### src/mps_cfg.svh
/*
 Constants for the module power-state controller: timing figures and
 derived cycle counts. Assumes a 100 MHz system clock.
*/
`ifndef MPS_CFG_SVH
`define MPS_CFG_SVH
`define MPS_CLK_HZ 100000000
`define MPS_WAKE_MIN_S 5
`define MPS_WAKE_MIN_CYC (`MPS_WAKE_MIN_S * `MPS_CLK_HZ)
`define MPS_TOGGLE_MIN_MS 1000
`define MPS_TOGGLE_MIN_CYC (`MPS_TOGGLE_MIN_MS * (`MPS_CLK_HZ / 1000))
`define MPS_NORM_SHDN_CYC 200000000
`define MPS_FAST_SHDN_CYC 1000000
`define MPS_BOOT_CYC 100000
`define MPS_CNT_W 32
`endif

### src/mps_pkg.sv
/*
 Types for the module power-state controller.
 Assumes the constants header is included by the design files.
*/
package mps_pkg;
   typedef enum logic [2:0] {
      MPS_OFF,
      MPS_BOOT,
      MPS_ON,
      MPS_SLEEP,
      MPS_PSM,
      MPS_SHDN_NORM,
      MPS_SHDN_FAST,
      MPS_HALT
   } mps_state_t;
endpackage : mps_pkg

### src/mps_power_ctrl.sv
/*
 Power-state controller of a cellular modem module: OFF, ON, sleep and
 deep-sleep states, power toggle and wake pin, fast and unconditional
 shutdown, power-on indicator. Assumes host commands arrive as one-cycle
 pulses from logic on clk_sys and that pins are asynchronous.
*/
// Functional notes
// - OFF keeps only the clock; exit goes to BOOT
// - ON powers baseband and accepts commands
// - Sleep gates processor, commands still served
// - Deep sleep keeps baseband mostly off
// - Pin held low loses asynchronous wake
// - Halt line resets outside deep sleep and OFF, then off without detach
// - Timer expiry with saving mode enters deep sleep
// - Wake needs low pin for five seconds
// - Normal shutdown detaches and closes files
// - Falling trigger pin starts fast shutdown
// - Fast shutdown command starts fast shutdown
// - Fast shutdown is short and low current
// - Indicator high whenever powered on
// - Indicator low during saving mode period
`timescale 1ns/1ps
`default_nettype none
`include "mps_cfg.svh"
module mps_power_ctrl #(
   parameter int CNT_W = `MPS_CNT_W,
   parameter logic [CNT_W-1:0] WAKE_CYC = CNT_W'(`MPS_WAKE_MIN_CYC),
   parameter logic [CNT_W-1:0] TOGGLE_CYC = CNT_W'(`MPS_TOGGLE_MIN_CYC),
   parameter logic [CNT_W-1:0] NORM_CYC = CNT_W'(`MPS_NORM_SHDN_CYC),
   parameter logic [CNT_W-1:0] FAST_CYC = CNT_W'(`MPS_FAST_SHDN_CYC),
   parameter logic [CNT_W-1:0] BOOT_CYC = CNT_W'(`MPS_BOOT_CYC)
) (
   input wire logic clk_sys,
   input wire logic rst,
   input wire logic on_off_wake_n,
   input wire logic fast_trig_pin,
   input wire logic fast_trig_en,
   input wire logic psm_enabled,
   input wire logic update_timer_expired,
   input wire logic sleep_allowed,
   input wire logic cmd_activity,
   input wire logic shutdown_command,
   input wire logic system_halt_command,
   input wire logic fast_shutdown_command,
   input wire logic unconditional_shutdown_n,
   output logic power_on_indicator,
   output logic baseband_power,
   output logic cpu_power,
   output logic cmd_ready,
   output logic network_detach,
   output logic fs_close,
   output logic fast_mode,
   output logic [2:0] power_state
);
   typedef struct packed {
      mps_pkg::mps_state_t st;
      logic [CNT_W-1:0] cnt;
      logic duty;
      logic ft1;
      logic ft2;
      logic ft_prev;
      logic us1;
      logic us2;
      logic halted;
      logic armed;
      logic ind;
      logic bb;
      logic cpu;
      logic rdy;
      logic det;
      logic fsc;
      logic fm;
   } mps_st_t;
   mps_st_t s_reg;
   mps_st_t s_next;

   logic wake_held;
   logic wake_fall;
   logic wake_low;
   logic [CNT_W-1:0] wake_limit;
   logic ft_fall;

   // Wake pulse qualified only after the full low time
   assign wake_limit = (s_reg.st == mps_pkg::MPS_PSM) ? WAKE_CYC
                                                      : TOGGLE_CYC;

   mps_low_timer #(.CNT_W(CNT_W)) u_wake (
      .clk_sys(clk_sys),
      .rst(rst),
      .pin_n(on_off_wake_n),
      .limit(wake_limit),
      .held(wake_held),
      .fall(wake_fall),
      .level_low(wake_low)
   );

   assign ft_fall = fast_trig_en & s_reg.ft_prev & ~s_reg.ft2;

   always_comb begin
      s_next = s_reg;
      s_next.ft1 = fast_trig_pin;
      s_next.ft2 = s_reg.ft1;
      s_next.ft_prev = s_reg.ft2;
      s_next.us1 = unconditional_shutdown_n;
      s_next.us2 = s_reg.us1;
      s_next.cnt = s_reg.cnt + 1'b1;
      if (s_reg.st != mps_pkg::MPS_PSM && !s_reg.us2 &&
          s_reg.st != mps_pkg::MPS_OFF) begin
         // Held reset: stop all, power off without detach
         s_next.st = mps_pkg::MPS_HALT;
         s_next.cnt = '0;
      end else begin
         unique case (s_reg.st)
            mps_pkg::MPS_OFF: begin
               s_next.cnt = '0;
               if (wake_held) begin
                  s_next.st = mps_pkg::MPS_BOOT;
               end
            end
            mps_pkg::MPS_BOOT: begin
               if (s_reg.cnt >= BOOT_CYC && wake_low == 1'b0) begin
                  s_next.st = mps_pkg::MPS_ON;
                  s_next.cnt = '0;
               end
            end
            mps_pkg::MPS_ON: begin
               s_next.cnt = '0;
               if (fast_shutdown_command || ft_fall) begin
                  s_next.st = mps_pkg::MPS_SHDN_FAST;
               end else if (shutdown_command || system_halt_command ||
                            (wake_held && !wake_fall)) begin
                  s_next.st = mps_pkg::MPS_SHDN_NORM;
               end else if (psm_enabled && update_timer_expired) begin
                  s_next.st = mps_pkg::MPS_PSM;
               end else if (sleep_allowed && !cmd_activity) begin
                  s_next.st = mps_pkg::MPS_SLEEP;
               end
            end
            mps_pkg::MPS_SLEEP: begin
               // Processor powered on alternate slices
               if (s_reg.cnt[7:0] == 8'hFF) begin
                  s_next.duty = ~s_reg.duty;
               end
               if (fast_shutdown_command || ft_fall) begin
                  s_next.st = mps_pkg::MPS_SHDN_FAST;
                  s_next.cnt = '0;
               end else if (shutdown_command || system_halt_command) begin
                  s_next.st = mps_pkg::MPS_SHDN_NORM;
                  s_next.cnt = '0;
               end else if (psm_enabled && update_timer_expired) begin
                  s_next.st = mps_pkg::MPS_PSM;
                  s_next.cnt = '0;
               end else if (cmd_activity || !sleep_allowed) begin
                  s_next.st = mps_pkg::MPS_ON;
                  s_next.duty = 1'b0;
               end
            end
            mps_pkg::MPS_PSM: begin
               s_next.cnt = '0;
               // A pin tied low never falls here, so it cannot wake
               s_next.armed = s_reg.armed | wake_fall;
               if (wake_held && s_reg.armed) begin
                  s_next.st = mps_pkg::MPS_BOOT;
               end
            end
            mps_pkg::MPS_SHDN_NORM: begin
               if (s_reg.cnt >= NORM_CYC) begin
                  s_next.st = mps_pkg::MPS_OFF;
               end else if (fast_shutdown_command || ft_fall) begin
                  s_next.st = mps_pkg::MPS_SHDN_FAST;
                  s_next.cnt = '0;
               end
            end
            mps_pkg::MPS_SHDN_FAST: begin
               if (s_reg.cnt >= FAST_CYC) begin
                  s_next.st = mps_pkg::MPS_OFF;
               end
            end
            mps_pkg::MPS_HALT: begin
               s_next.cnt = '0;
               if (s_reg.us2) begin
                  s_next.st = mps_pkg::MPS_OFF;
               end
            end
         endcase
      end
      s_next.halted = (s_next.st == mps_pkg::MPS_HALT);
      // Outputs registered from the next state
      s_next.ind = (s_next.st != mps_pkg::MPS_OFF) &&
                   (s_next.st != mps_pkg::MPS_PSM) &&
                   !s_next.halted;
      s_next.bb = s_next.ind;
      s_next.cpu = s_next.ind &&
                   !(s_next.st == mps_pkg::MPS_SLEEP && s_next.duty);
      s_next.rdy = (s_next.st == mps_pkg::MPS_ON) ||
                   (s_next.st == mps_pkg::MPS_SLEEP);
      s_next.det = (s_next.st == mps_pkg::MPS_SHDN_NORM);
      s_next.fsc = (s_next.st == mps_pkg::MPS_SHDN_NORM) ||
                   (s_next.st == mps_pkg::MPS_SHDN_FAST);
      s_next.fm = (s_next.st == mps_pkg::MPS_SHDN_FAST);
      if (s_next.st != mps_pkg::MPS_SLEEP) begin
         s_next.duty = 1'b0;
      end
      if (s_next.st != mps_pkg::MPS_PSM) begin
         s_next.armed = 1'b0;
      end
   end

   always_ff @(posedge clk_sys or posedge rst) begin
      if (rst) begin
         s_reg <= '{st: mps_pkg::MPS_OFF, cnt: '0, duty: 1'b0,
                    ft1: 1'b1, ft2: 1'b1, ft_prev: 1'b1, us1: 1'b1,
                    us2: 1'b1, halted: 1'b0, armed: 1'b0, ind: 1'b0, bb: 1'b0,
                    cpu: 1'b0, rdy: 1'b0, det: 1'b0, fsc: 1'b0,
                    fm: 1'b0};
      end else begin
         s_reg <= s_next;
      end
   end

   assign power_on_indicator = s_reg.ind;
   assign baseband_power = s_reg.bb;
   assign cpu_power = s_reg.cpu;
   assign cmd_ready = s_reg.rdy;
   assign network_detach = s_reg.det;
   assign fs_close = s_reg.fsc;
   assign fast_mode = s_reg.fm;
   assign power_state = s_reg.st;

   property p_psm_ind_low;
      @(posedge clk_sys) disable iff (rst)
         (s_reg.st == mps_pkg::MPS_PSM) |-> !power_on_indicator;
   endproperty
   a_psm_ind_low: assert property (p_psm_ind_low)
      else $error("indicator high in deep sleep");

   property p_on_ind_high;
      @(posedge clk_sys) disable iff (rst)
         (s_reg.st == mps_pkg::MPS_ON) |-> power_on_indicator && cmd_ready;
   endproperty
   a_on_ind_high: assert property (p_on_ind_high)
      else $error("indicator or ready low while on");

   property p_off_exit;
      @(posedge clk_sys) disable iff (rst)
         (s_reg.st == mps_pkg::MPS_OFF) |=>
            (s_reg.st == mps_pkg::MPS_OFF || s_reg.st == mps_pkg::MPS_BOOT);
   endproperty
   a_off_exit: assert property (p_off_exit)
      else $error("left off state to a wrong state");

   property p_psm_bb_off;
      @(posedge clk_sys) disable iff (rst)
         (s_reg.st == mps_pkg::MPS_PSM) |-> !baseband_power;
   endproperty
   a_psm_bb_off: assert property (p_psm_bb_off)
      else $error("baseband on in deep sleep");

   property p_psm_enter;
      @(posedge clk_sys) disable iff (rst)
         (s_reg.st == mps_pkg::MPS_ON && psm_enabled && update_timer_expired
          && s_reg.us2 && !fast_shutdown_command && !ft_fall
          && !shutdown_command && !system_halt_command && !wake_held)
         |=> (s_reg.st == mps_pkg::MPS_PSM);
   endproperty
   a_psm_enter: assert property (p_psm_enter)
      else $error("timer expiry did not enter deep sleep");

   property p_wake_only_held;
      @(posedge clk_sys) disable iff (rst)
         (s_reg.st == mps_pkg::MPS_PSM && !wake_held) |=>
            (s_reg.st == mps_pkg::MPS_PSM);
   endproperty
   a_wake_only_held: assert property (p_wake_only_held)
      else $error("woke without a full wake pulse");

   property p_fast_cmd;
      @(posedge clk_sys) disable iff (rst)
         (s_reg.st == mps_pkg::MPS_ON && fast_shutdown_command && s_reg.us2)
         |=> (s_reg.st == mps_pkg::MPS_SHDN_FAST) ##1 fast_mode;
   endproperty
   a_fast_cmd: assert property (p_fast_cmd)
      else $error("fast shutdown command ignored");

   property p_fast_pin;
      @(posedge clk_sys) disable iff (rst)
         (s_reg.st == mps_pkg::MPS_ON && ft_fall && s_reg.us2) |=>
            (s_reg.st == mps_pkg::MPS_SHDN_FAST);
   endproperty
   a_fast_pin: assert property (p_fast_pin)
      else $error("trigger pin fall ignored");

   property p_halt;
      @(posedge clk_sys) disable iff (rst)
         (s_reg.st == mps_pkg::MPS_ON && !s_reg.us2) |=>
            (s_reg.st == mps_pkg::MPS_HALT) ##1 !baseband_power;
   endproperty
   a_halt: assert property (p_halt)
      else $error("unconditional shutdown not taken");

   property p_sleep_ready;
      @(posedge clk_sys) disable iff (rst)
         (s_reg.st == mps_pkg::MPS_SLEEP) |-> cmd_ready;
   endproperty
   a_sleep_ready: assert property (p_sleep_ready)
      else $error("commands refused in sleep");
endmodule : mps_power_ctrl
`default_nettype wire

### src/mps_low_timer.sv
/*
 Synchronises an active-low pin and reports when it has stayed low for a
 programmable count of cycles. Assumes the pin is asynchronous to clk_sys.
*/
`timescale 1ns/1ps
`default_nettype none
module mps_low_timer #(
   parameter int CNT_W = 32
) (
   input wire logic clk_sys,
   input wire logic rst,
   input wire logic pin_n,
   input wire logic [CNT_W-1:0] limit,
   output logic held,
   output logic fall,
   output logic level_low
);
   typedef struct packed {
      logic s1;
      logic s2;
      logic prev;
      logic [CNT_W-1:0] cnt;
      logic held;
      logic fall;
   } mps_lt_t;
   mps_lt_t st_reg;
   mps_lt_t st_next;

   always_comb begin
      st_next = st_reg;
      st_next.s1 = pin_n;
      st_next.s2 = st_reg.s1;
      st_next.prev = st_reg.s2;
      st_next.fall = st_reg.prev & ~st_reg.s2;
      // Count only an unbroken low level
      if (st_reg.s2) begin
         st_next.cnt = '0;
         st_next.held = 1'b0;
      end else if (st_reg.cnt >= limit) begin
         st_next.held = 1'b1;
      end else begin
         st_next.cnt = st_reg.cnt + 1'b1;
      end
   end

   always_ff @(posedge clk_sys or posedge rst) begin
      if (rst) begin
         st_reg <= '{s1: 1'b1, s2: 1'b1, prev: 1'b1, cnt: '0,
                     held: 1'b0, fall: 1'b0};
      end else begin
         st_reg <= st_next;
      end
   end

   assign held = st_reg.held;
   assign fall = st_reg.fall;
   assign level_low = ~st_reg.prev;
endmodule : mps_low_timer
`default_nettype wire

### config.mk
export PLATFORM = sky130hd
export DESIGN_NAME = mps_power_ctrl
export DESIGN_NICKNAME = d
export VERILOG_FILES = /design/src/mps_pkg.sv /design/src/mps_power_ctrl.sv /design/src/mps_low_timer.sv
export VERILOG_INCLUDE_DIRS = /design/src /design/src/src
export SDC_FILE = /design/constraint.sdc
export NUM_CORES = 1
export LEC_CHECK = 0
export BUFFER_PORTS_ARGS = -buffer_cell sky130_fd_sc_hd__buf_2
export CORE_MARGIN = 4
export CORE_UTILIZATION = 55
export DETAILED_ROUTE_END_ITERATION = 16
export GPL_TIMING_DRIVEN = 0
export PLACE_DENSITY = 0.76
export SLEW_MARGIN = 25
export SYNTH_ARGS = -nofsm -noshare
export SYNTH_HDL_FRONTEND = slang
export SYNTH_SLANG_ARGS = --single-unit
### constraint.sdc
create_clock -name clk_sys -period 3.08 [get_ports clk_sys]
set_clock_uncertainty 0.1 [all_clocks]
set_input_delay 0.462 -clock clk_sys [delete_from_list [all_inputs] [get_ports clk_sys]]
set_output_delay 0.462 -clock clk_sys [all_outputs]
set_load 0.02 [all_outputs]
Word-level counts from Yosys, hierarchy flattened --
Index checks and enable logic that the tools add are counted.
Operators by class: $add $sub $neg 2, magnitude comparators 4, equality and inequality tests 18, multiplexer cells 35, bitwise logic cells 7, reduce and logical (&&, ||, !) cells 30
Operator list (number):
- 35-bit 2-to-1 mux | 5
- 32-bit one-hot mux with 4 select lines | 1
- 32-bit 2-to-1 mux | 3
- 32-bit by 1-bit adder with 32-bit output (second input constant) | 2
- 3-bit 2-to-1 mux | 11
- 33-bit 2-to-1 mux | 1
- 32-bit by 17-bit >= comparator with 1-bit output (second input constant) | 1
- 32-bit by 20-bit >= comparator with 1-bit output (second input constant) | 1
- 32-bit by 28-bit >= comparator with 1-bit output (second input constant) | 1
- 32-bit by 29-bit >= comparator with 1-bit output | 1
- 29-bit 2-to-1 mux | 1
- 3-bit one-hot mux with 8 select lines | 1
- 3-bit equality test (second input constant) | 7
- 3-bit by 2-bit equality test with 1-bit output (second input constant) | 4
- 1-bit 2-to-1 mux | 12
- 1-bit logical AND | 11
- 8-bit equality test (second input constant) | 1
- 1-bit logical NOT | 6
- 1-bit logical OR | 6
- 3-bit inequality test (second input constant) | 2
- 3-bit nonzero test | 2
- 2-bit by 1-bit inequality test with 1-bit output (second input constant) | 2
- 2-bit nonzero test | 2
- 4-bit OR reduction | 1
- 7 further kinds | 11
Storage, ports and cells: bits in registers 85, input port bits 13, output and inout bits 10, logic and storage cells 117

Logic depth before layout (Yosys ltp) --
Gate-level depths: netlist of the first run.
depth in word-level cells 12, depth in mapped cells 14, gate-level depth less buffers 11

Cells and area by module --
Synthesis of the first run repeated with hierarchy kept, for this count alone.
Unflattened totals: cells, all modules 577, area, all modules 5529.1 µm²
Modules (own cells, without submodules):
- mps_low_timer | instances 1, cells each 304, area an instance 2915.3 µm², seq. area each 929.6 µm²
- mps_power_ctrl | instances 1, cells each 273, area an instance 2613.8 µm², seq. area each 1207.4 µm²

Worst setup path after synthesis of the first run --
No wires, ideal clock.
kind register to register, from register s_reg (netlist bit power_state[1]), to register u_wake.st_reg[14] (netlist bit), arrival time 2728 ps, data required time 2848 ps, slack 120 ps, stages on the path, launching flop included 13, cells stage by stage dfrtp_1 > clkbuf_2 > nor2_1 > nand2_1 > ha_1 > nand4b_1 > nor4_1 > o2111a_1 > clkbuf_1 > clkbuf_1 > nor3_1 > xnor2_1 > nor2_1
On the way: cells in the longest elaborated chain, start to end 4
RTL lines:
- from (decl) | RTL line mps_power_ctrl.sv:74 | mps_st_t s_reg;
- from (signal assigned) | RTL line mps_power_ctrl.sv:211 | s_reg <= '{st: mps_pkg::MPS_OFF, cnt: '0, duty: 1'b0,
- from (signal assigned) | RTL line mps_power_ctrl.sv:217 | s_reg <= s_next;
- 3-bit equality test | RTL line mps_power_ctrl.sv:84 | assign wake_limit = (s_reg.st == mps_pkg::MPS_PSM) ? WAKE_CYC
- 29-bit 2-to-1 mux | RTL line mps_power_ctrl.sv:84
- 32-bit by 29-bit >= comparator with 1-bit output | RTL line mps_low_timer.sv:39 | end else if (st_reg.cnt >= limit) begin
- 2-bit by 1-bit inequality test with 1-bit output (no source line)
- to (signal assigned) | RTL line mps_low_timer.sv:48 | st_reg <= '{s1: 1'b1, s2: 1'b1, prev: 1'b1, cnt: '0,
- to (signal assigned) | RTL line mps_low_timer.sv:51 | st_reg <= st_next;
- to (decl) | RTL line mps_low_timer.sv:26 | mps_lt_t st_reg;
Every way passes these cells. A chain may end at the register's enable or synchronous reset.

Final worst setup path of the first run --
from register s_reg (netlist bit power_state[0]), to register u_wake.st_reg[28] (netlist bit)
The elaborated chain is that of the path after synthesis.

==> results of run 1 <==
[where the power goes]
| group | leakage [nW] | switching, W | internal [W] |
|---|---|---|---|
| Clock | 0.105 | 0.000462 | 0.000395 |
| Combinational | 0.950 | 0.000454 | 0.000270 |
| Sequential | 1.14 | 0.0000523 | 0.00119 |
[repair_timing]
item                                    in CTS  in global routing
buffers inserted                             0                  0
resized for setup                           15                 15
pin swaps                                    1                  2
endpoints found under the setup margin      29                 24
[synthesized netlist by cell type (2+ instances only)]
master     count
xor2_1        19
and3_1         8
or4_1          3
nor3_1        17
a31oi_1        3
and2_1        10
ha_1          11
a31o_2         3
mux2_2         4
o41ai_1        2
or3_2          2
dfstp_2        8
nor2b_1       12
inv_1         17
nor3b_1        5
nand3_1       23
clkbuf_2       2
or3_1          5
dfrtp_1       77
clkbuf_1      12
and4_1         5
nand2b_1       2
nand4_1       13
xnor2_1       31
o21ai_0       12
or4_4          3
buf_4          5
nand2_1       36
a21oi_1       11
or2_2          2
o2111a_1       2
nor2_1        80
o2111ai_1      2
nor4_1        10
[metal layers]
metal | up-vias | global-route usage [%]
met4 | 0 | 7.98
met2 | 82 | 35.2
li1 | 1754 | -
met5 | - | 0
met1 | 1784 | 27.1
met3 | 14 | 3.34
[final cells by class]
| type | instances | area share [%] |
|---|---|---|
| inverters | 17 | 1.31 |
| multi-input cells | 365 | 46.5 |
| clock buffers | 9 | 2.36 |
| plain buffers | 19 | 2.29 |
| well taps | 105 | 2.51 |
| flip-flops and latches | 85 | 40.8 |
| clock inverters | 7 | 1.65 |
| repair buffers | 23 | 2.63 |
[worst max-delay path: cells and delay by family, from the launching register on]
kind	cells	cell delay [ns]
adder cells (fa/ha/maj)	1	0.32
buffers and inverters	1	0.15
AND/OR/NAND/NOR	6	0.92
AO/OA/AOI/OAI	2	0.61
multiplexers	1	0.37
flip-flops	1	0.40
[through the flow]
stage          setup TNS [ns]  hold WS (ns)  std cells  instance area (um2)
3_5_place_dp            -9.75         0.247        617                 4940
6_report                    0        0.0297        630                 5240
5_1_grt                -0.374        0.0570        630                 5240
2_1_floorplan               0         0.245        489                 4660
4_1_cts                     0        0.0438        631                 5190
3_3_place_gp           -52.35         0.245        616                 4900
[kinds of logic after synthesis]
group | Yosys count
simple gates | 247
flops | 85
compound gates | 53
xor+xnor | 50
buf+inv | 39
fa+ha+maj | 11
mux | 4
[worst paths after layout]
| check | to | slack [ns] | cells past startpoint |
|---|---|---|---|
| max | u_wake.st_reg[28]$_DFFE_PP0P_ | 0.11 | 11 |
| min | u_wake.st_reg[33]$_DFFE_PP0P_ | 0.03 | 2 |
| max reg2reg | u_wake.st_reg[28]$_DFFE_PP0P_ | 0.11 | 11 |
| min reg2reg | s_next[11]$_DFF_PP1_ | 0.26 | 0 |
| max in group asynchronous | s_reg[16]$_DFF_PP0_ | 2.26 | 3 |
| min in group clk_sys | u_wake.st_next[35]$_DFF_PP1_ | 0.08 | 1 |
==> impl_metrics.tcl, run 1 <==
set metrics [dict create \
    status "finished, final reports clean" \
    synth_flop_cell "dfrtp_1" \
    final_cell_mix "nor2_1 (78), dfrtp_1 (76), nand2_1 (35), xnor2_1 (31), buf_2 (23)" \
    synth_fa_ha_area_share_pct 2.95 \
    synth_edf_count 0 \
    grt_use_total_pct 20.9 \
    fin_ws_ns 0.108 \
    routed_wl_um 9740 \
    cp-end-kind "flop" \
    cp.required_ns 3.24 \
    synth_area_um2 4660 \
    syn_nets 513 \
    clk_latency_ns 0.37 \
    multiInputGateArea_um2 2440 \
    start_util_pct 56.7 \
    drive_gt1_share_pct 19.8 \
    timing.rr.start "power_state[0]$_DFF_PP0_" \
    highest_layer "met4" \
    synth_largest_area_cell "dfrtp_1" \
    p_total_w 0.00283 \
    drt-met1-wl_um 4310 \
    synth_seq_area_share_pct 45.9 \
    muxShareOfSynthArea_pct 0.967 \
    grt_pass1_wl_um 16900 \
    first_global_vias 3635 \
    clock-sinks 85 \
    synth_compound_area_share_pct 8.92 \
    io_buffer_count 22 \
    die_h_um 100 \
    pwr_density_cell_nw_per_um2 539 \
    dr_wl_met3_um 434 \
    io_pins 23 \
    crit_start "power_state[0]$_DFF_PP0_" \
    yosys.area_share.xor_xnor_pct 9.40 \
    clockBufferDepth 2 \
    dr_total_vias 3634 \
    critPathMaxStageDelay_ns 0.43 \
    synth_top_area_share_pct 41.4 \
    clk_pin_slew_ns 0.10 \
    utilization_pct 63.8 \
    holdCritPathClass "primary input to asynchronous set/reset pin" \
    synth_top_family_by_area "simple AND/OR/NAND/NOR gates" \
    drv_slew 0 \
    post_synth.cell_area_avg_um2 9.53 \
    place.gp.congestion 0.932 \
    critPathArrivalTime_ns 3.14 \
    final_nets 544 \
    cts_buffers 9 \
    rows 33 \
    finalCritPeriodShare_pct 96.5 \
    fmax_mhz 337 \
    htreeDepth 3 \
    ctsHoldBuffers 0 \
    startpoint_type "flop" \
    cts_root_buf "clkbuf_8" \
    fp.dieW_um 100 \
    critical_path_class "flop to flop" \
    drtIter0Drc 164 \
    cp_max_fo 10 \
    dp_worst_setup_slack_ns -0.535 \
    nFillCells 661 \
    hold_viol_final 0 \
    largest_reg_flops 36 \
    antenna_cells 0 \
    drtPass1Iterations 4 \
    grt.overflow.total 0 \
    synthArstFlopShare_pct 100 \
    leakagePower_nw 2.19 \
    wl_per_cell_um 15.5 \
    seq_area_um2 2140 \
    netlist_top_cells_area "dfrtp_1 (41%), nor2_1 (6.4%), xnor2_1 (5.8%)" \
    grt_max_degree 47 \
    die_area_um2 10000 \
    dp_hpwl_um 6820 \
    tightestPinTransition_ns 0.685 \
    final_common_cell "nor2_1" \
    core_area_um2 8220 \
    synth.distinct_cells 66 \
    ir_drop_mv 0.236 \
    period_minus_slack_ns 2.97 \
    cts_tree "built" \
    ys_warn_count 0 \
    crit_chain "buf_6 > nor2_4 > nand2_4 > ha_1 > nand4b_1 > nor3_1 > a2111o_1 > a21oi_2 > nand3_1 > nor4_2 > mux2_2" \
    wl_met2_um 4840 \
    crit_slowest_cell "a2111o_1" \
    setup_viol_count_final 0 \
    viasPerCell 5.77 \
    drtAntennaViolNets 0 \
    netlist_instances 489 \
    route.detailed.drc 0 \
    synth_simple_gate_area_share_pct 27.8 \
    areaGrowthSynthToFinish_pct 12.5 \
    antenna_found_initial 0 \
    rsz0062_at_grt "yes" \
    cap_violations 0 \
    relSlewSlack_pct 53.7 \
    ys_ff_latch 85 \
]
No activity file was read; power rests on OpenSTA's default activity.
==> run 2, diff against run 1 <==
--- a/config.mk
+++ b/config.mk
@@ -11,7 +11,7 @@
 export CORE_UTILIZATION = 55
 export DETAILED_ROUTE_END_ITERATION = 16
 export GPL_TIMING_DRIVEN = 0
-export PLACE_DENSITY = 0.76
+export PLACE_DENSITY = 0.74
 export SLEW_MARGIN = 25
 export SYNTH_ARGS = -nofsm -noshare
 export SYNTH_HDL_FRONTEND = slang
==> constraint.sdc (replaced) <==
create_clock -name clk_sys -period 3.08 [get_ports clk_sys]
set_clock_uncertainty 0.1 [all_clocks]
set_input_delay 0.154 -clock clk_sys [delete_from_list [all_inputs] [get_ports clk_sys]]
set_output_delay 0.154 -clock clk_sys [all_outputs]
set_load 0.02 [all_outputs]
==> run 2 against run 1 <==
  * Register-to-register slack worse by 0.02 ns
  * Clock power up 5.7%
  * Final cell count up 1.3%
  * Count of clock-buffer cells in the layout unchanged
  * Utilization up 1.5 points
  * Combinational power up 4.0%
  * Sequential power about the same
  * Sequential share of layout area down 0.94 points
  * Cell area up 2.3%
  * Critical path depth down 1
  * Global-route usage down 0.43 points
  * Via count up 0.85%
  * Critical endpoint unchanged
==> impl_metrics.tcl, run 2 (synthesis results as in run 1) <==
set metrics [dict create \
    status "finished, final reports clean" \
    viasPerCell 5.74 \
    power_frac_seq_pct 42.6 \
    drtIter0Drc 168 \
    clockBufferDepth 2 \
    dp_hpwl_um 6750 \
    hold_viol_final 0 \
    fin_ws_ns 0.0865 \
    critical_path_class "flop to flop" \
    io_pins 23 \
    holdCritPathClass "primary input to flop" \
    path_buf_inv 1 \
    cts_tree "built" \
    drv_slew 0 \
    cp-end-kind "flop" \
    grt.overflow.total 0 \
    crit_family "compound AO/OA/AOI/OAI gates" \
    cts_root_buf "clkbuf_8" \
    tightestPinTransition_ns 0.696 \
    routed_wl_um 9780 \
    leakagePower_nw 2.24 \
    critPathArrivalTime_ns 3.14 \
    pwr_density_cell_nw_per_um2 538 \
    critPathMaxStageDelay_ns 0.47 \
    fp.dieW_um 100 \
    areaGrowthSynthToFinish_pct 15.1 \
    cp_max_fo 9 \
    die_h_um 100 \
    cp.required_ns 3.23 \
    final_common_cell "nor2_1" \
    io_buffer_count 22 \
    period_minus_slack_ns 2.99 \
    die_area_um2 10000 \
    relSlewSlack_pct 53.5 \
    start_util_pct 56.7 \
    rows 33 \
    grt_use_total_pct 20.4 \
    drive_gt1_share_pct 20.1 \
    grt_pass1_wl_um 16600 \
    crit_slowest_cell "a2111o_1" \
    wl_per_cell_um 15.3 \
    startpoint_type "flop" \
    place.gp.congestion 0.913 \
    cap_violations 0 \
    p_int_w 0.00194 \
    final_nets 552 \
    place_inst 617 \
    antenna_found_initial 0 \
    combPwrFrac_pct 26.1 \
    dp_worst_setup_slack_ns -0.578 \
    antenna_cells 0 \
    power_switching_w 0.000950 \
    grt_max_degree 49 \
    utilization_pct 65.3 \
    htreeDepth 3 \
    route.detailed.drc 0 \
    cts_buffers 9 \
    final_cell_mix "nor2_1 (78), dfrtp_1 (77), nand2_1 (34), xnor2_1 (31), buf_2 (23)" \
    finalCritPeriodShare_pct 97.2 \
    clock-sinks 85 \
    core_area_um2 8220 \
    fmax_mhz 334 \
    crit_chain "buf_2 > nor2_4 > nand2_4 > ha_1 > a31o_2 > a2111o_1 > a21oi_4 > nand3_2 > nor4_4 > mux2_2" \
    clock_power_share_pct 31.4 \
    dr_total_vias 3665 \
    drtPass1Iterations 4 \
    rsz0062_at_grt "yes" \
    finalNonFillerCells 638 \
    finalSetupTns_ns 0 \
    largest_reg_flops 36 \
    p_sw_share_pct 32.9 \
    clk_latency_ns 0.36 \
    p_total_w 0.00289 \
    drtAntennaViolNets 0 \
    setup_viol_count_final 0 \
    ir_drop_mv 0.308 \
    clk_pin_slew_ns 0.10 \
    first_global_vias 3566 \
]
==> run 2: cell count changes in the layout (fill, tap and decap cells not counted), sizes merged <==
cell / delta
inv: -2
buf: +2
bufinv: +1
clkinv: +1
dlygate4sd3: +4
clkbuf: +2
==> run 2: timing repair <==
item                                   CTS  global route
pin swaps                                0             5
endpoints found under the hold margin   39             0
resized for setup                       20            13
setup endpoints to repair               29            25
hold buffers                             4             0
setup buffers                            0             3
==> run 2: tightest hold or removal path: cells and delay by family <==
family | cells | cell delay, ns
AOI/OAI and AO/OA | 2 | 0.30
buffers and inverters | 1 | 0.08
and+or+nand+nor | 1 | 0.04
==> run 2: final cells by class <==
cell class,count,area [um2]
fill,634,2850
multi-input combinational,365,2460
sequential,85,2140
timing repair buffer,30,200
buffer,20,131
tap,105,131
clock buffer,9,124
clock inverter,7,105
inverter,17,68.8
==> run 2: through the flow <==
stage,instance area [um2],hold WS (ns)
final,5360,0.164
after detailed placement,4940,0.122
after floorplan,4660,0.0585
after global routing,5360,0.217
after global placement,4900,0.159
after CTS,5270,0.146
==> run 2: power groups by stage <==
stage          sequential (W)  combinational (W)  clock (W)
2_1_floorplan         0.00129           0.000491          0
3_3_place_gp          0.00125           0.000703          0
3_5_place_dp          0.00125           0.000725          0
4_1_cts               0.00123           0.000746   0.000930
5_1_grt               0.00123           0.000822   0.000982
6_report              0.00123           0.000753   0.000906
==> run 2: path summary, 6_finish.rpt <==
check                                              from                            end  slack (ns)  depth (start not counted)
max                            power_state[1]$_DFF_PP0_  u_wake.st_reg[28]$_DFFE_PP0P_        0.09                         10
max in group asynchronous                           rst             s_reg[9]$_DFF_PP1_        1.94                          4
max reg2reg                    power_state[1]$_DFF_PP0_  u_wake.st_reg[28]$_DFFE_PP0P_        0.09                         10
min reg2reg                u_wake.st_next[35]$_DFF_PP1_   u_wake.st_next[34]$_DFF_PP1_        0.25                          0
min                                        cmd_activity            s_reg[14]$_DFF_PP0_        0.16                          4
min in group asynchronous                           rst  u_wake.st_reg[11]$_DFFE_PP0P_        0.28                          3
==> run 2: layer usage <==
layer / up-vias / track usage, % / wire length, um
met4: 0 / 7.56 / 133
met5: - / 0 / 0
li1: 1782 / - / -
met3: 14 / 3.61 / 456
met1: 1786 / 26.4 / 4380
met2: 83 / 34.5 / 4810
==> run 3, diff against run 2 <==
--- a/config.mk
+++ b/config.mk
@@ -7,8 +7,10 @@
 export NUM_CORES = 1
 export LEC_CHECK = 0
 export BUFFER_PORTS_ARGS = -buffer_cell sky130_fd_sc_hd__buf_2
+export CORE_ASPECT_RATIO = 1.75
 export CORE_MARGIN = 4
 export CORE_UTILIZATION = 55
+export CTS_CLUSTER_DIAMETER = 100
 export DETAILED_ROUTE_END_ITERATION = 16
 export GPL_TIMING_DRIVEN = 0
 export PLACE_DENSITY = 0.74
==> run 3 against run 2 <==
  * The run now ends with setup timing left
  * Final cell count fell by 1.6%
  * Clock power rose by 32%
  * Hold slack improved by 0.035 ns
  * Sequential share of layout area fell by 0.71 points
  * Total power rose by 11%
  * Via count rose by 1.2%
  * Routed wire length rose by 8.8%
  * Register-to-register slack got worse by 0.09 ns
  * Non-clock buffer count rose by 3
  * First-iteration DRC count fell by 0.60%
  * Count of clock-buffer cells in the layout rose by 4
  * Utilization rose by 0.86 points
  * Critical endpoint unchanged
  * Largest cell class unchanged
  * Highest routed layer unchanged
==> impl_metrics.tcl, run 3 (synthesis results as in run 1) <==
set metrics [dict create \
    drive_gt1_share_pct 20.0 \
    combPwrFrac_pct 23.8 \
    cap_violations 0 \
    viasPerCell 5.90 \
    areaGrowthSynthToFinish_pct 17.2 \
    hold_path_end "s_reg[14]$_DFF_PP0_" \
    cts_buffers 9 \
    finalSetupTns_ns -0.00424 \
    core_area_um2 8260 \
    antenna_found_initial 0 \
    drtAntennaViolNets 0 \
    dr_total_vias 3708 \
    grt.overflow.total 0 \
    clk_pin_slew_ns 0.06 \
    die_area_um2 10100 \
    timing.rr.start "power_state[1]$_DFF_PP0_" \
    ir_drop_mv 0.310 \
    period_minus_slack_ns 3.08 \
    r2r_slack_ns -0.004 \
    antenna_cells 0 \
    io_buffer_count 22 \
    status "finished with violations" \
    final_nets 555 \
    place.gp.congestion 0.881 \
    tightestPinTransition_ns 0.731 \
    fp.dieW_um 77.6 \
    power_switching_w 0.000972 \
    grt_use_total_pct 21.9 \
    cp_max_fo 10 \
    r2r_end "u_wake.st_reg[28]$_DFFE_PP0P_" \
    drtPass1Iterations 4 \
    first_global_vias 3774 \
    drtIter0Drc 167 \
    power_frac_seq_pct 38.9 \
    p_int_w 0.00224 \
    startpoint_type "flop" \
    route.detailed.drc 0 \
    largest_reg_flops 36 \
    wl_per_cell_um 17.0 \
    leakagePower_nw 2.30 \
    clock-sinks 85 \
    final_cell_mix "nor2_1 (78), dfrtp_1 (77), nand2_1 (35), xnor2_1 (31), buf_2 (22)" \
    grt_pass1_wl_um 17500 \
    r2r_cells 10 \
    min_delay_path_depth 4 \
    relSlewSlack_pct 51.2 \
    die_h_um 130 \
    final_common_cell "nor2_1" \
    hold_viol_final 0 \
    critical_path_class "flop to flop" \
    htreeDepth 3 \
    rows 44 \
    cts_root_buf "clkbuf_16" \
    start_util_pct 56.4 \
    drv_slew 0 \
    finalCritPeriodShare_pct 100 \
    clk_latency_ns 0.34 \
    cp-end-kind "flop" \
    utilization_pct 66.1 \
    fmax_mhz 324 \
    p_sw_share_pct 30.3 \
    fin_ws_ns -0.00424 \
    setup_viol_count_final 1 \
    io_pins 23 \
    clock_power_share_pct 37.3 \
    hold_start "cmd_activity" \
    cts_tree "built" \
    pwr_density_cell_nw_per_um2 587 \
    cp.required_ns 3.20 \
    routed_wl_um 10600 \
    violations "setup timing" \
    dp_hpwl_um 7490 \
    grt_max_degree 52 \
    holdCritPathClass "primary input to flop" \
    clockBufferDepth 2 \
    critPathArrivalTime_ns 3.21 \
]
run 3: cell types whose count changed in the layout (fill, tap and decap cells not counted), sizes merged:
cell    before  now
clkbuf      20   24
clkinv       1    0
inv         20   17
buf         35   38
run 3: final cells by class:
cell class                 count  area [um2]
clock buffer                  13         260
clock inverter                 3        67.6
buffer                        19         120
timing repair buffer          34         223
sequential                    85        2140
multi-input combinational    365        2470
tap                           92         115
inverter                      17        68.8
fill                         641        2800
run 3: metal layers:
metal  global-route usage (%)  vias up  share of wire (%)
met5                        0        -                  0
met4                     11.2        0                3.6
met3                     3.52       31                2.6
met2                     41.3       74                 55
met1                     23.2     1823                 39
li1                         -     1780                  -
run 3: how the worst max path moves through the flow:
stage	startpoint	end	depth (start not counted)	slack (ns)
5_1_grt	power_state[0]$_DFF_PP0_	u_wake.st_reg[28]$_DFFE_PP0P_	11	-0.1
3_5_place_dp	power_state[1]$_DFF_PP0_	u_wake.st_reg[12]$_DFFE_PP0P_	12	-0.63
3_3_place_gp	power_state[1]$_DFF_PP0_	u_wake.st_reg[20]$_DFFE_PP0P_	12	-0.50
6_report	power_state[1]$_DFF_PP0_	u_wake.st_reg[28]$_DFFE_PP0P_	10	-0.004
4_1_cts	power_state[1]$_DFF_PP0_	u_wake.st_reg[27]$_DFFE_PP0P_	12	-0.05
2_1_floorplan	power_state[1]$_DFF_PP0_	u_wake.st_reg[14]$_DFFE_PP0P_	12	0.12
run 3: repair_timing:
action                                  CTS  global route
gates resized for setup                  19            11
pin swaps                                 2             6
buffers inserted                          0             7
hold buffers                              4             0
endpoints found under the setup margin   29            25
hold endpoints to repair                 50             0
run 3: critical path: stages, from the launching register on:
cell and delay (ns):
dfrtp_1 0.51, nor2_4 0.21, nand2_4 0.13, ha_1 0.29, o21ai_0 0.10, a21oi_1 0.11
o21a_1 0.20, o2111ai_1 0.43, nand3_2 0.19, nor4_4 0.32, mux2_2 0.38
run 3: through the flow:
step	std cells	hold slack, ns	worst slack [ns]	cell area (um2)	total power [W]
2_1_floorplan	489	0.0585	0.120	4660	0.00178
5_1_grt	628	0.235	-0.0993	5460	0.00335
3_3_place_gp	603	0.161	-0.499	4880	0.00196
3_5_place_dp	604	0.160	-0.631	4910	0.00199
4_1_cts	622	0.202	-0.0525	5350	0.00320
6_report	628	0.198	-0.00424	5460	0.00321
run 3: power by group through the flow:
stage	sequential (W)	clock, W	combinational [W]
after floorplan	0.00129	0	0.000491
after global placement	0.00125	0	0.000714
after detailed placement	0.00125	0	0.000739
after CTS	0.00123	0.00121	0.000755
after global routing	0.00125	0.00126	0.000837
final	0.00125	0.00120	0.000764
